--- config.mk ---
export PLATFORM = sky130hd
export DESIGN_NAME = irq_link_flags
export DESIGN_NICKNAME = d
export VERILOG_FILES = /design/src/rtl/irq_link_pkg.sv /design/src/rtl/irq_link_flags.sv
export SDC_FILE = /design/constraint.sdc
export NUM_CORES = 1
export LEC_CHECK = 0
export BUFFER_PORTS_ARGS = -buffer_cell sky130_fd_sc_hd__buf_2
export CAP_MARGIN = 20
export CORE_MARGIN = 10
export CORE_UTILIZATION = 42
export DETAILED_ROUTE_END_ITERATION = 7
export PLACE_DENSITY = 0.8
export SYNTH_ARGS = -nofsm -noshare
export SYNTH_HDL_FRONTEND = slang
export SYNTH_SLANG_ARGS = --single-unit
--- constraint.sdc ---
create_clock -name mclk_i -period 1.6 [get_ports mclk_i]
set_input_delay 0.24 -clock mclk_i [delete_from_list [all_inputs] [get_ports mclk_i]]
set_output_delay 0.24 -clock mclk_i [all_outputs]
set_load 0.02 [all_outputs]
--- src/rtl/irq_link_pkg.sv ---
/*
 * package for the interrupt enable and link flag block: register indices,
 * field positions, reset values and bus response codes.
 * assumes byte address = 4 * register index on a 32-bit AXI4-Lite bus.
 */
package irq_link_pkg;

    // ************************************************************
    // register indices (byte address is four times the index)
    // ************************************************************
    localparam logic [9:0] IDX_GROUP0_IRQ_FLAGS    = 10'h063;
    localparam logic [9:0] IDX_GROUP0_IRQ_ENABLES  = 10'h064;
    localparam logic [9:0] IDX_GROUP1_IRQ_MASK     = 10'h065;
    localparam logic [9:0] IDX_GROUP1_IRQ_FLAGS    = 10'h07F;

    // ************************************************************
    // reset values
    // ************************************************************
    localparam logic [7:0] RST_GROUP0_IRQ_ENABLES  = 8'h00;
    localparam logic [7:0] RST_GROUP0_IRQ_FLAGS    = 8'h00;
    localparam logic [7:0] RST_GROUP1_IRQ_FLAGS    = 8'h00;
    localparam logic [7:0] RST_GROUP1_IRQ_MASK     = 8'h00;

    // ************************************************************
    // group 0 field positions
    // ************************************************************
    localparam int BIT_END_OF_PACKET    = 7;
    localparam int BIT_RX_FIFO_EMPTY    = 6;
    localparam int BIT_SELF_INIT        = 5;
    localparam int BIT_OSC_INIT         = 4;
    localparam int BIT_FLASH_OP         = 3;
    localparam int BIT_TX_DONE          = 2;
    localparam int BIT_RX_FIFO_FULL     = 1;
    localparam int BIT_PACKET_RX        = 0;

    // ************************************************************
    // group 1 field positions and implemented bits
    // ************************************************************
    localparam int BIT_WAKE_ON_LAN      = 5;
    localparam int BIT_LINK_CHANGE      = 4;
    localparam int BIT_JABBER           = 3;
    localparam int BIT_AUTONEG_FAIL     = 2;
    localparam int BIT_AUTONEG_DONE     = 0;
    localparam logic [7:0] GROUP1_IMPL_MASK = 8'h3D;

    // ************************************************************
    // bus response codes
    // ************************************************************
    localparam logic [1:0] RESP_OKAY    = 2'b00;
    localparam logic [1:0] RESP_SLVERR  = 2'b10;

    typedef enum logic [1:0] {
        WR_IDLE      = 2'b00,
        WR_HAVE_ADDR = 2'b01,
        WR_HAVE_DATA = 2'b10,
        WR_RESP      = 2'b11
    } wr_state_e;

    typedef enum logic {
        RD_IDLE = 1'b0,
        RD_RESP = 1'b1
    } rd_state_e;

endpackage

--- src/rtl/irq_link_flags.sv ---
/*
 * interrupt enable register, group 0 and group 1 sticky flag registers,
 * and the interrupt request output, reached over an AXI4-Lite slave.
 * assumes event inputs are synchronous to mclk_i; event pulses are one
 * cycle per event, link_up_i is a level.
 */
// The implementer's own choice: the AXI4-Lite register port.
// Summary of operation
// - eight-bit enable register, reset zero, one enables
// - reading group1 flags returns them, then clears
// - group1 bits 7, 6 and 1 read zero
// - bit 5 sets on network connect, sticky
// - bit 4 sets on any link change, sticky
// - bit 3 sets on jabber detect, sticky
// - bit 2 sets on autoneg failure, sticky
// - bit 0 sets on autoneg done; reset zero
`timescale 1ns/1ps

module irq_link_flags
    import irq_link_pkg::*;
#(
    parameter int ADDR_W = 12
) (
    input  wire logic              mclk_i,
    input  wire logic              srst_i,
    // axi4-lite write address
    input  wire logic [ADDR_W-1:0] s_axi_awaddr_i,
    input  wire logic [2:0]        s_axi_awprot_i,
    input  wire logic              s_axi_awvalid_i,
    output logic                   s_axi_awready_o,
    // axi4-lite write data
    input  wire logic [31:0]       s_axi_wdata_i,
    input  wire logic [3:0]        s_axi_wstrb_i,
    input  wire logic              s_axi_wvalid_i,
    output logic                   s_axi_wready_o,
    // axi4-lite write response
    output logic [1:0]             s_axi_bresp_o,
    output logic                   s_axi_bvalid_o,
    input  wire logic              s_axi_bready_i,
    // axi4-lite read address
    input  wire logic [ADDR_W-1:0] s_axi_araddr_i,
    input  wire logic [2:0]        s_axi_arprot_i,
    input  wire logic              s_axi_arvalid_i,
    output logic                   s_axi_arready_o,
    // axi4-lite read data
    output logic [31:0]            s_axi_rdata_o,
    output logic [1:0]             s_axi_rresp_o,
    output logic                   s_axi_rvalid_o,
    input  wire logic              s_axi_rready_i,
    // event sources
    input  wire logic [7:0]        group0_events_i,
    input  wire logic              link_up_i,
    input  wire logic              jabber_detect_i,
    input  wire logic              autoneg_fail_i,
    input  wire logic              autoneg_done_i,
    // interrupt request
    output logic                   irq_o
);

    // ************************************************************
    // helpers
    // ************************************************************
    function automatic logic idx_hit(input logic [ADDR_W-1:0] addr,
                                     input logic [9:0]        idx);
        logic [9:0] word;
        word = 10'(addr[ADDR_W-1:2]);
        return word == idx;
    endfunction

    function automatic logic addr_mapped(input logic [ADDR_W-1:0] addr);
        return idx_hit(addr, IDX_GROUP0_IRQ_FLAGS)
            || idx_hit(addr, IDX_GROUP0_IRQ_ENABLES)
            || idx_hit(addr, IDX_GROUP1_IRQ_MASK)
            || idx_hit(addr, IDX_GROUP1_IRQ_FLAGS);
    endfunction

    function automatic logic [31:0] byte_word(input logic [7:0] b);
        return {24'h00_0000, b};
    endfunction

    // set wins over a clearing read in the same cycle
    function automatic logic [7:0] sticky_next(input logic [7:0] flags,
                                                input logic       clr,
                                                input logic [7:0] set);
        return (flags & {8{~clr}}) | set;
    endfunction

    // ************************************************************
    // declarations
    // ************************************************************
    wr_state_e         wr_state_r;
    wr_state_e         wr_state_nxt;
    rd_state_e         rd_state_r;
    logic [ADDR_W-1:0] awaddr_r;
    logic [31:0]       wdata_r;
    logic [3:0]        wstrb_r;
    logic [1:0]        bresp_r;
    logic [31:0]       rdata_r;
    logic [1:0]        rresp_r;
    logic [7:0]        group0_irq_enables_r;
    logic [7:0]        group0_irq_flags_r;
    logic [7:0]        group1_irq_flags_r;
    logic [7:0]        group1_irq_mask_r;
    logic              link_up_prev_r;
    logic              irq_r;

    logic              aw_hs;
    logic              w_hs;
    logic              ar_hs;
    logic              wr_fire;
    logic [ADDR_W-1:0] wr_addr;
    logic [31:0]       wr_data;
    logic [3:0]        wr_strb;
    logic              g0_rd_clr;
    logic              g1_rd_clr;
    logic [7:0]        group1_set;
    logic              link_rise;
    logic              link_change;
    logic              g0_pending;
    logic              g1_pending;

    // ************************************************************
    // write channel handshakes
    // ************************************************************
    assign s_axi_awready_o = (wr_state_r == WR_IDLE) || (wr_state_r == WR_HAVE_DATA);
    assign s_axi_wready_o  = (wr_state_r == WR_IDLE) || (wr_state_r == WR_HAVE_ADDR);
    assign s_axi_bvalid_o  = (wr_state_r == WR_RESP);
    assign s_axi_bresp_o   = bresp_r;

    assign aw_hs   = s_axi_awvalid_i && s_axi_awready_o;
    assign w_hs    = s_axi_wvalid_i && s_axi_wready_o;
    assign wr_addr = aw_hs ? s_axi_awaddr_i : awaddr_r;
    assign wr_data = w_hs ? s_axi_wdata_i : wdata_r;
    assign wr_strb = w_hs ? s_axi_wstrb_i : wstrb_r;

    always_comb begin
        wr_state_nxt = wr_state_r;
        case (wr_state_r)
            WR_IDLE: begin
                if (aw_hs && w_hs) begin
                    wr_state_nxt = WR_RESP;
                end else if (aw_hs) begin
                    wr_state_nxt = WR_HAVE_ADDR;
                end else if (w_hs) begin
                    wr_state_nxt = WR_HAVE_DATA;
                end
            end
            WR_HAVE_ADDR: begin
                if (w_hs) begin
                    wr_state_nxt = WR_RESP;
                end
            end
            WR_HAVE_DATA: begin
                if (aw_hs) begin
                    wr_state_nxt = WR_RESP;
                end
            end
            WR_RESP: begin
                if (s_axi_bready_i) begin
                    wr_state_nxt = WR_IDLE;
                end
            end
            default: begin
                wr_state_nxt = WR_IDLE;
            end
        endcase
    end

    // register update happens at the edge both halves are held
    assign wr_fire = (wr_state_r != WR_RESP) && (wr_state_nxt == WR_RESP);

    always_ff @(posedge mclk_i) begin
        if (srst_i) begin
            wr_state_r <= WR_IDLE;
        end else begin
            wr_state_r <= wr_state_nxt;
        end
    end

    always_ff @(posedge mclk_i) begin
        if (srst_i) begin
            awaddr_r <= '0;
            wdata_r  <= 32'h0000_0000;
            wstrb_r  <= 4'h0;
        end else begin
            if (aw_hs) begin
                awaddr_r <= s_axi_awaddr_i;
            end
            if (w_hs) begin
                wdata_r <= s_axi_wdata_i;
                wstrb_r <= s_axi_wstrb_i;
            end
        end
    end

    always_ff @(posedge mclk_i) begin
        if (srst_i) begin
            bresp_r <= RESP_OKAY;
        end else if (wr_fire) begin
            bresp_r <= addr_mapped(wr_addr) ? RESP_OKAY : RESP_SLVERR;
        end
    end

    // ************************************************************
    // read channel
    // ************************************************************
    assign s_axi_arready_o = (rd_state_r == RD_IDLE);
    assign s_axi_rvalid_o  = (rd_state_r == RD_RESP);
    assign s_axi_rdata_o   = rdata_r;
    assign s_axi_rresp_o   = rresp_r;
    assign ar_hs           = s_axi_arvalid_i && s_axi_arready_o;

    always_ff @(posedge mclk_i) begin
        if (srst_i) begin
            rd_state_r <= RD_IDLE;
        end else begin
            case (rd_state_r)
                RD_IDLE: begin
                    if (ar_hs) begin
                        rd_state_r <= RD_RESP;
                    end
                end
                RD_RESP: begin
                    if (s_axi_rready_i) begin
                        rd_state_r <= RD_IDLE;
                    end
                end
                default: begin
                    rd_state_r <= RD_IDLE;
                end
            endcase
        end
    end

    // read data captured at the address edge, before any clear
    always_ff @(posedge mclk_i) begin
        if (srst_i) begin
            rdata_r <= 32'h0000_0000;
            rresp_r <= RESP_OKAY;
        end else if (ar_hs) begin
            rresp_r <= RESP_OKAY;
            if (idx_hit(s_axi_araddr_i, IDX_GROUP0_IRQ_FLAGS)) begin
                rdata_r <= byte_word(group0_irq_flags_r);
            end else if (idx_hit(s_axi_araddr_i, IDX_GROUP0_IRQ_ENABLES)) begin
                rdata_r <= byte_word(group0_irq_enables_r);
            end else if (idx_hit(s_axi_araddr_i, IDX_GROUP1_IRQ_MASK)) begin
                rdata_r <= byte_word(group1_irq_mask_r);
            end else if (idx_hit(s_axi_araddr_i, IDX_GROUP1_IRQ_FLAGS)) begin
                rdata_r <= byte_word(group1_irq_flags_r & GROUP1_IMPL_MASK);
            end else begin
                rdata_r <= 32'h0000_0000;
                rresp_r <= RESP_SLVERR;
            end
        end
    end

    assign g0_rd_clr = ar_hs && idx_hit(s_axi_araddr_i, IDX_GROUP0_IRQ_FLAGS);
    assign g1_rd_clr = ar_hs && idx_hit(s_axi_araddr_i, IDX_GROUP1_IRQ_FLAGS);

    // ************************************************************
    // writable registers
    // ************************************************************
    always_ff @(posedge mclk_i) begin
        if (srst_i) begin
            group0_irq_enables_r <= RST_GROUP0_IRQ_ENABLES;
        end else if (wr_fire && wr_strb[0]
                     && idx_hit(wr_addr, IDX_GROUP0_IRQ_ENABLES)) begin
            group0_irq_enables_r <= wr_data[7:0];
        end
    end

    always_ff @(posedge mclk_i) begin
        if (srst_i) begin
            group1_irq_mask_r <= RST_GROUP1_IRQ_MASK;
        end else if (wr_fire && wr_strb[0]
                     && idx_hit(wr_addr, IDX_GROUP1_IRQ_MASK)) begin
            group1_irq_mask_r <= wr_data[7:0] & GROUP1_IMPL_MASK;
        end
    end

    // ************************************************************
    // group 0 sticky flags
    // ************************************************************
    // recorded whatever the enables say; set wins over read clear
    always_ff @(posedge mclk_i) begin
        if (srst_i) begin
            group0_irq_flags_r <= RST_GROUP0_IRQ_FLAGS;
        end else begin
            group0_irq_flags_r <= sticky_next(group0_irq_flags_r, g0_rd_clr,
                                              group0_events_i);
        end
    end

    // ************************************************************
    // group 1 link event detection
    // ************************************************************
    always_ff @(posedge mclk_i) begin
        if (srst_i) begin
            link_up_prev_r <= 1'b0;
        end else begin
            link_up_prev_r <= link_up_i;
        end
    end

    assign link_rise   = link_up_i && !link_up_prev_r;
    assign link_change = link_up_i != link_up_prev_r;

    always_comb begin
        group1_set                   = 8'h00;
        group1_set[BIT_WAKE_ON_LAN]  = link_rise;
        group1_set[BIT_LINK_CHANGE]  = link_change;
        group1_set[BIT_JABBER]       = jabber_detect_i;
        group1_set[BIT_AUTONEG_FAIL] = autoneg_fail_i;
        group1_set[BIT_AUTONEG_DONE] = autoneg_done_i;
    end

    // ************************************************************
    // group 1 sticky flags
    // ************************************************************
    // set wins over read clear; unused bits never set
    always_ff @(posedge mclk_i) begin
        if (srst_i) begin
            group1_irq_flags_r <= RST_GROUP1_IRQ_FLAGS;
        end else begin
            group1_irq_flags_r <= sticky_next(group1_irq_flags_r, g1_rd_clr,
                                              group1_set) & GROUP1_IMPL_MASK;
        end
    end

    // ************************************************************
    // interrupt request
    // ************************************************************
    assign g0_pending = |(group0_irq_flags_r & group0_irq_enables_r);
    assign g1_pending = |(group1_irq_flags_r & group1_irq_mask_r);

    // registered: one more cycle of latency, no glitches on the pin
    always_ff @(posedge mclk_i) begin
        if (srst_i) begin
            irq_r <= 1'b0;
        end else begin
            irq_r <= g0_pending || g1_pending;
        end
    end

    assign irq_o = irq_r;

endmodule

# [Word-level counts from Yosys, hierarchy flattened]
# Index checks and enable logic that the tools add are counted.
[totals] regBits=88 latch_bits=0 ramBits=0 mem_bits_ro=0 inputBits=85 n_memories=0
[classes] addsub=0 n_mul=0 div_mod_pow=0 order_cmp=0 n_eq_ne=14 n_shift=0 muxes=22 bitwise=9 reduce_logical=21
[ops] op="== test 10 x 7 -> 1 bit, second input constant" n=8
[ops] op="two-way mux 8 bit" n=3
[ops] op="two-way mux 2 bit" n=11
[ops] op="bitwise AND 8 bit" n=2
[ops] op="OR reduction 8 bit" n=2
[ops] op="bitwise AND 6 bit" n=2
[ops] op="two-way mux 12 bit" n=1
[ops] op="two-way mux 6 bit" n=2
[ops] op="logical AND 1 bit" n=11
[ops] op="bitwise OR 8 bit" n=1
[ops] op="case mux 2 bit (4 select lines)" n=1
[ops] op="== test 2 bit, second input constant" n=3
[ops] op="logical OR 1 bit" n=6
[ops] op="bitwise OR 6 bit" n=1
[ops] op="two-way mux 1 bit" n=3
[ops] op="inverter 1 bit" n=3
[ops] op="== test 2 x 1 -> 1 bit, second input constant" n=1
[ops] op="logical NOT 2 bit" n=1
[ops] op="inequality test 2 bit, second input constant" n=1
[ops] op="case mux 1 bit (2 select lines)" n=1
[ops] op="logical NOT 1 bit" n=1
[ops] op="inequality test 1 bit" n=1

# [Depth between registers and ports, before layout]
# Gate-level depths: netlist of run 1.
[logic_depth] ltp_word=11 mapped_depth=7 ltp_nobuf=5

# [Worst setup path after synthesis of run 1]
# OpenSTA, ideal clock, no wires.
[synth_timing] path_kind="flip-flop to flip-flop" start="reg wr_state_r[0]" end="reg group1_irq_mask_r[0]" arrival_time_ns=1.677 required_time_ns=1.477 path_slack_ns=-0.201 stages_incl_launch_ff=6 period_less_slack_ns=1.801 path_cell_list="dfxtp_1 nand2b_1 buf_2 mux2i_1 nand3b_2 mux2_1"
[synth_between] elab_chain_cells=11 elab_cells_between_ends=25 cone_classes="eq/ne (6); mux (10); reduce/logical (9)"
[synth_rtl] element="start: declaration" line_no="irq_link_flags.sv:91" rtl="wr_state_e wr_state_r;"
[synth_rtl] element="start signal: assignment" line_no="irq_link_flags.sv:176" rtl="wr_state_r <= wr_state_nxt;"
[synth_rtl] element="== test 2 x 1 -> 1 bit / logical NOT 2 bit (equally long branches)" line_no="irq_link_flags.sv:126, irq_link_flags.sv:138, irq_link_flags.sv:125"
[synth_rtl] element="logical OR 1 bit" line_no="irq_link_flags.sv:126" rtl="assign s_axi_wready_o = (wr_state_r == WR_IDLE) || (wr_state_r == WR_HAVE_ADDR);"
[synth_rtl] element="logical AND 1 bit" line_no="irq_link_flags.sv:131" rtl="assign w_hs = s_axi_wvalid_i && s_axi_wready_o;"
[synth_rtl] element="two-way mux 2 bit" line_no="irq_link_flags.sv:144" rtl="end else if (w_hs) begin"
[synth_rtl] element="two-way mux 2 bit" line_no="irq_link_flags.sv:142" rtl="end else if (aw_hs) begin"
[synth_rtl] element="two-way mux 2 bit" line_no="irq_link_flags.sv:140" rtl="if (aw_hs && w_hs) begin"
[synth_rtl] element="case mux 2 bit (4 select lines)" line_no="irq_link_flags.sv:138" rtl="case (wr_state_r)"
[synth_rtl] element="== test 2 bit" line_no="irq_link_flags.sv:170" rtl="assign wr_fire = (wr_state_r != WR_RESP) && (wr_state_nxt == WR_RESP);"
[synth_rtl] element="logical AND 1 bit" line_no="irq_link_flags.sv:170"
[synth_rtl] element="logical AND 1 bit" line_no="irq_link_flags.sv:275" rtl="end else if (wr_fire && wr_strb[0]"
[synth_rtl] element="logical AND 1 bit" line_no="irq_link_flags.sv:276" rtl="&& idx_hit(wr_addr, IDX_GROUP1_IRQ_MASK)) begin"
[synth_rtl] element="end signal: assignment" line_no="irq_link_flags.sv:277" rtl="group1_irq_mask_r <= wr_data[7:0] & GROUP1_IMPL_MASK;"
[synth_rtl] element="end: declaration" line_no="irq_link_flags.sv:103" rtl="logic [7:0] group1_irq_mask_r;"
# Parallel ways exist; a longest one is shown, timed or not.
# A chain may end at the register's enable or synchronous reset.

# [Final worst setup path of run 1]
[layout_timing] start="reg wr_state_r[0]" end="reg group0_irq_enables_r[4]"
[layout_between] elab_chain_cells=11 elab_cells_between_ends=25 cone_classes="eq/ne (6); mux (10); reduce/logical (9)"
[layout_rtl] element="== test 2 x 1 -> 1 bit / logical NOT 2 bit (equally long branches)" line_no="irq_link_flags.sv:126, irq_link_flags.sv:138, irq_link_flags.sv:125"
[layout_rtl] element="logical OR 1 bit" line_no="irq_link_flags.sv:126"
[layout_rtl] element="logical AND 1 bit" line_no="irq_link_flags.sv:131"
[layout_rtl] element="two-way mux 2 bit" line_no="irq_link_flags.sv:144"
[layout_rtl] element="two-way mux 2 bit" line_no="irq_link_flags.sv:142"
[layout_rtl] element="two-way mux 2 bit" line_no="irq_link_flags.sv:140"
[layout_rtl] element="case mux 2 bit (4 select lines)" line_no="irq_link_flags.sv:138"
[layout_rtl] element="== test 2 bit" line_no="irq_link_flags.sv:170"
[layout_rtl] element="logical AND 1 bit" line_no="irq_link_flags.sv:170"
[layout_rtl] element="logical AND 1 bit" line_no="irq_link_flags.sv:266" rtl="end else if (wr_fire && wr_strb[0]"
[layout_rtl] element="logical AND 1 bit" line_no="irq_link_flags.sv:267" rtl="&& idx_hit(wr_addr, IDX_GROUP0_IRQ_ENABLES)) begin"
[layout_rtl] element="end signal: assignment" line_no="irq_link_flags.sv:268" rtl="group0_irq_enables_r <= wr_data[7:0];"
[layout_rtl] element="end: declaration" line_no="irq_link_flags.sv:100" rtl="logic [7:0] group0_irq_enables_r;"
# Parallel ways exist; a longest one is shown, timed or not.

==> flow_summary.yaml, run 1 <==
drt:
  route.antenna.remaining_nets: 0
  dr.pass1.iters: 5
  wire_per_inst_um: 14.8
  routed_wl_mm: 7.15
  drt_iter0_drc: 119
  drc: 0
  num_vias: 2452
  post_drt_via_cell_ratio: 5.07
setup_path:
  cpMaxStageDelayCell: "dfxtp_4"
  crit_family: "simple AND/OR/NAND/NOR gates"
  critPathLaunchType: "flip-flop"
  crit_required_ns: 1.82
  endpoint_kind: "flip-flop"
  cp_max_fo: 8
  cp.arrival_ns: 2.02
  critical-path-max-stage-delay_ns: 0.36
  reg2reg_to: "group0_irq_enables_r[4]"
  worstPathCellList: "nand2b_4 -> or3_4 -> a211oi_4 -> nand3_4 -> mux2_1"
  rr_worst_depth: 5
  critPathKind: "flip-flop to flip-flop"
  rrSetupSlack_ns: -0.20
  reg2reg_from: "wr_state_r[0]"
  crit_buf_inv: 0
power_and_ir_drop:
  p_clk_share_pct: 36.1
  cellInternalPower_uw: 2340
  p_per_area_nw_per_um2: 937
  p_sw_uw: 971
  p_leak_uw: 0.00162
  peakVddDrop_mv: 0.628
  p_total_uw: 3310
  combinationalPowerShare_pct: 15.1
  switching_share_pct: 29.3
  seq_power_share_pct: 48.8
global_routing:
  track_usage_pct: 13.8
  grt_max_degree: 31
  overflow: 0
  grt_use_met3_pct: 5.94
  grt_pass1_vias: 2483
  grt_pass1_wl_mm: 11.3
  busiest_layer: "met2"
  grt_use_met2_pct: 23.6
  grt_util_met1_pct: 14.8
  antenna_found_initial: 0
finish:
  finalNetCount: 488
  insertedDiodeCount: 0
  drive_above_1_share_pct: 31.9
  nFillCells: 608
  synthToLayoutAreaGrowth_pct: 25.2
  final_cell_area_sq_um: 3530
logic_synthesis:
  syn_avg_cell_area_sq_um: 8.90
  yosysTopAreaCell: "dfxtp_1"
  synth_warnings: 0
  synth-main-ff-cell: "dfxtp_1"
  netlist_area_sq_um: 2820
  synth_most_common_cell: "dfxtp_1"
  synth.top_cell.area_share_pct: 42.6
  synth_seq_cells: 60
  synthTopCellsByArea: "dfxtp_1, buf_4, a21oi_1, nor2b_1, nor2_1"
  ys_types: 47
  synth_edf_count: 0
  ys_seq_area_share_pct: 42.6
  async_flop_share_pct: 0
  synthTopCellsByCount: "dfxtp_1, nor2_1, nand2_1, a21oi_1, buf_4"
  synthCells: 317
worst_hold_path:
  whs_path_depth: 3
  hp-class: "primary input to flip-flop"
  holdPathEnd: "group0_irq_flags_r[6]"
  worstHoldStart: "group0_events_i[6]"
die:
  rows: 29
  die_w_um: 102
  initial_core_util_pct: 44.0
  chipHeight_um: 102
  num_io_pins: 127
  coreArea_sq_um: 6420
  die_area_sq_um: 10400
placement:
  portBuffers: 63
  placed_area_sq_um: 3340
  post-dp-hpwl_mm: 5.68
  routabilityCongestion: 0.882
cts:
  clock_sinks: 60
  clkTransAtPathRegs_ns: 0.07
  cts_tree: "built"
  clk_path_buf_depth: 2
  cts_made_buffers: 9
  clock_latency_ns: 0.34
  htree_levels: 3
  cts_root_buf: "clkbuf_8"
timing:
  worstMarginPinSlew_ns: 0.532
  hold_slack_ns: 0.101
  timing.final.hold_violations: 0
  clock_skew_ns: 0.0101
  period_minus_slack_ns: 1.80
  timing.fmax_ghz: 0.556
  max-slew-margin-rel_pct: 64.5
  maxSlewViolCount: 0
  rsz0062_at_grt: "yes"
  setup_viol: 13
  setup_ws_ns: -0.199
  timing.final.crit_share_pct: 112
job:
  max-cap-violations: 0
run_status:
  outcome: "complete, but fails checks"
  violations: "setup timing"
-- how the worst max path moves through the flow --
stage	start	endpoint	slack [ns]	depth (start not counted)
detailed placement	s_axi_awvalid_i	group0_irq_enables_r[0]	-0.32	7
CTS	wr_state_r[0]	group0_irq_enables_r[3]	-0.22	5
global placement	s_axi_awvalid_i	group0_irq_enables_r[5]	-0.28	6
global route	wr_state_r[0]	group0_irq_enables_r[3]	-0.28	5
floorplan	wr_state_r[0]	group0_irq_enables_r[0]	-0.12	5
finish	wr_state_r[0]	group0_irq_enables_r[4]	-0.20	5
-- cells by family (layout without fill, tap and decap cells) --
group / count (synthesis) / count (layout) / synth area share (%)
DFF: 60 / 60 / 42.6
buffers and inverters: 45 / 110 / 9.53
AOI/OAI and AO/OA: 68 / 68 / 15.9
other: 1 / 26 / 0.133
muxes: 22 / 22 / 8.78
adders and majority gates: 1 / 1 / 0.443
and+or+nand+nor: 120 / 120 / 22.7
-- registers in the layout (all words and copies together) (netlist names) --
register	flops
awaddr_r	10
group0_irq_enables_r	8
group0_irq_flags_r	8
s_axi_rdata_o	8
wdata_r	8
group1_irq_flags_r	5
group1_irq_mask_r	5
wr_state_r	2
irq_o	1
link_up_prev_r	1
s_axi_bresp_o	1
s_axi_rresp_o	1
s_axi_rvalid_o	1
wstrb_r	1
-- placed cells by master, fill, tap and decap left out, types with 5 or more instances in the layout --
master     n
a221oi_1   6
mux2_4     8
buf_4     24
nor2b_1   20
conb_1    26
a21oi_1   28
clkbuf_8   9
nand2_1   31
nand3b_1   5
buf_2     63
dfxtp_1   59
mux2_1     5
mux2i_1    8
nor2_1    33
o21ai_0    7
inv_1      5
nand2b_1   5
-- worst register-to-register path, cell delays in order (launching register included) --
cell	delay, ns
dfxtp_4	0.36
nand2b_4	0.15
or3_4	0.34
a211oi_4	0.31
nand3_4	0.19
mux2_1	0.34
-- metal layers --
| metal | part of all wire, % | up-vias |
|---|---|---|
| li1 | - | 1234 |
| met1 | 40 | 1108 |
| met2 | 49 | 99 |
| met3 | 10 | 11 |
| met4 | 1.3 | 0 |
| met5 | 0 | - |
-- cell type report --
class	count	area, sq um	share of cell area [%]
clock buffers	9	124	3.50
clock inverters	7	52.6	1.49
inverters	5	18.8	0.531
multi-input cells	237	1500	42.5
flip-flops and latches	60	1200	34.1
well taps	77	96.3	2.73
repair buffers	89	536	15.2
-- power by group through the flow --
stage	clock (uW)	combinational [uW]	sequential [uW]
after floorplan	0	329	1660
after global placement	0	480	1650
after detailed placement	0	492	1650
after CTS	1240	499	1620
after global routing	1310	554	1620
final	1200	500	1620
-- timing repair --
item / CTS / global route
cloned: 0 / 0
hold buffers: 0 / 0
resized for setup: 2 / 1
pin swaps: 2 / 0
buffers inserted: 1 / 0
endpoints found under the setup margin: 14 / 14
-- through the flow --
step / worst slack, ns / TNS [ns] / utilization [%] / std cells
6_report: -0.199 / -2.37 / 55.0 / 484
5_1_grt: -0.278 / -3.16 / 55.0 / 484
4_1_cts: -0.221 / -2.61 / 55.0 / 484
3_5_place_dp: -0.316 / -6.09 / 52.1 / 467
3_3_place_gp: -0.277 / -5.20 / 52.1 / 467
2_1_floorplan: -0.120 / -1.34 / - / 342
Note: power is estimated with default switching activity, not from simulation.
==> run 2, diff against run 1 <==
- CAP_MARGIN: 20 -> unset
- TNS_END_PERCENT: unset -> 30
==> run 2 against run 1 <==
  * The flow still finishes with violations (setup timing)
  * Non-clock buffer count grew 3
  * Via count grew 2.4%
  * Clock skew shrank 0.0014 ns
  * Global-route usage shrank 0.14 points
  * First-iteration DRC count grew 18%
  * Sequential power is essentially flat
  * Critical path type unchanged
==> flow_summary.yaml, run 2 (synthesized netlist as in run 1, its figures left out) <==
drt:
  routed_wl_mm: 7.15
  post_drt_via_cell_ratio: 5.16
  drc: 0
  num_vias: 2511
  dr.pass1.iters: 4
  wire_per_inst_um: 14.7
  route.antenna.remaining_nets: 0
  drt_iter0_drc: 141
cts:
  htree_levels: 3
  cts_made_buffers: 9
  cts_tree: "built"
  clkTransAtPathRegs_ns: 0.06
  clock_latency_ns: 0.33
  cts_root_buf: "clkbuf_8"
  clk_path_buf_depth: 2
  post_cts_buffers: 0
  hold_buffers: 0
  clock_sinks: 60
finish:
  top_register: "awaddr_r"
  finalNetCount: 491
  largest_reg_flops: 10
  insertedDiodeCount: 0
  final_cell_area_sq_um: 3560
  mostFrequentLayoutCell: "buf_2"
  fin_util_pct: 55.4
  drive_above_1_share_pct: 31.7
  synthToLayoutAreaGrowth_pct: 26.2
  final_cell_mix: "buf_2, dfxtp_1, nor2_1"
global_routing:
  grt_max_degree: 36
  track_usage_pct: 13.7
  grt_pass1_vias: 2560
  grt_pass1_wl_mm: 11.4
  overflow: 0
  antenna_found_initial: 0
setup_path:
  endpoint_kind: "flip-flop"
  crit_buf_inv: 0
  cp_max_fo: 8
  crit_family: "simple AND/OR/NAND/NOR gates"
  critPathLaunchType: "flip-flop"
  reg2reg_from: "wr_state_r[0]"
  cp.arrival_ns: 2.01
  crit_required_ns: 1.81
  endpoint: "group0_irq_enables_r[5]"
  rrSetupSlack_ns: -0.20
  critical-path-max-stage-delay_ns: 0.35
  reg2reg_to: "group0_irq_enables_r[5]"
  critPathKind: "flip-flop to flip-flop"
  crit_start: "wr_state_r[0]"
  rr_worst_depth: 5
  cp.depth: 5
  cpMaxStageDelayCell: "dfxtp_2"
  worstPathCellList: "nand2b_4 -> or3_4 -> a211oi_4 -> nand3_4 -> mux2_1"
timing:
  max-slew-margin-rel_pct: 59.0
  timing.final.crit_share_pct: 112
  rsz0062_at_grt: "yes"
  worstMarginPinSlew_ns: 0.615
  hold_slack_ns: 0.116
  clock_skew_ns: 0.00863
  timing.final.hold_violations: 0
  setup_ws_ns: -0.198
  timing.fmax_ghz: 0.556
  period_minus_slack_ns: 1.80
  setup_viol: 13
  maxSlewViolCount: 0
run_status:
  outcome: "complete, but fails checks"
  violations: "setup timing"
power_and_ir_drop:
  p_total_uw: 3480
  switching_share_pct: 25.8
  p_leak_uw: 0.00164
  peakVddDrop_mv: 0.619
  p_clk_share_pct: 38.9
  cellInternalPower_uw: 2580
  seq_power_share_pct: 46.6
  combinationalPowerShare_pct: 14.4
  p_per_area_nw_per_um2: 976
  p_sw_uw: 896
die:
  die_w_um: 102
  coreArea_sq_um: 6420
  die_area_sq_um: 10400
  num_io_pins: 127
  initial_core_util_pct: 44.0
  chipHeight_um: 102
  rows: 29
placement:
  portBuffers: 63
  placed_area_sq_um: 3350
  routabilityCongestion: 0.850
  post-dp-hpwl_mm: 5.72
job:
  max-cap-violations: 0
worst_hold_path:
  hp-class: "primary input to flip-flop"
[run 2: changes by cell type in the layout (fill, tap and decap cells not counted), sizes merged]
cell,change
bufinv,+1
inv,-1
clkinvlp,-3
buf,+3
clkbuf,+3
[run 2: worst reg2reg max path, stage by stage (launching register included)]
cell and delay, ns:
dfxtp_2 0.35, nand2b_4 0.15, or3_4 0.34, a211oi_4 0.31, nand3_4 0.19, mux2_1 0.35
[run 2: power by group through the flow]
stage	Combinational, uW	Sequential [uW]	Clock (uW)
after detailed placement	498	1650	0
after floorplan	329	1660	0
after CTS	499	1620	1390
after global placement	485	1650	0
after global routing	555	1630	1470
final	502	1620	1350
[run 2: how the worst min path moves through the flow]
stage / depth (start not counted) / slack, ns / from / to
6_report: 3 / 0.12 / group0_events_i[2] / group0_irq_flags_r[2]
5_1_grt: 3 / 0.11 / group0_events_i[4] / group0_irq_flags_r[4]
4_1_cts: 3 / 0.10 / group0_events_i[6] / group0_irq_flags_r[6]
3_3_place_gp: 2 / 0.44 / awaddr_r[10] / awaddr_r[10]
3_5_place_dp: 2 / 0.44 / awaddr_r[10] / awaddr_r[10]
2_1_floorplan: 2 / 0.36 / group0_events_i[0] / group0_irq_flags_r[0]
[run 2: layout make-up]
| class | instances | area [sq um] |
|---|---|---|
| Fill cell | 589 | 2860 |
| Tap cell | 77 | 96.3 |
| Clock inverter | 4 | 47.5 |
| Timing Repair Buffer | 92 | 546 |
| Clock buffer | 12 | 155 |
| Multi-Input combinational cell | 237 | 1500 |
| Inverter | 5 | 18.8 |
| Sequential cell | 60 | 1200 |
[run 2: metrics by stage]
step / setup TNS (ns) / setup slack, ns / std cells
floorplan: -1.31 / -0.120 / 342
global placement: -5.05 / -0.252 / 471
detailed placement: -5.88 / -0.279 / 471
global route: -2.93 / -0.264 / 487
finish: -2.15 / -0.198 / 487
CTS: -2.28 / -0.209 / 487
[run 2: per-layer routing]
layer / track usage (%) / wire length (um) / vias up
met5: 0 / 0 / -
met4: 5.21 / 103 / 0
met3: 6.48 / 840 / 11
met2: 23.4 / 3410 / 115
met1: 14.4 / 2800 / 1158
li1: - / - / 1227
[run 2: what timing repair did]
item                                    4_1_cts  5_1_grt
pin swaps                                     2        0
gates resized for setup                       1        1
cloned                                        0        0
endpoints found under the setup margin       14       14
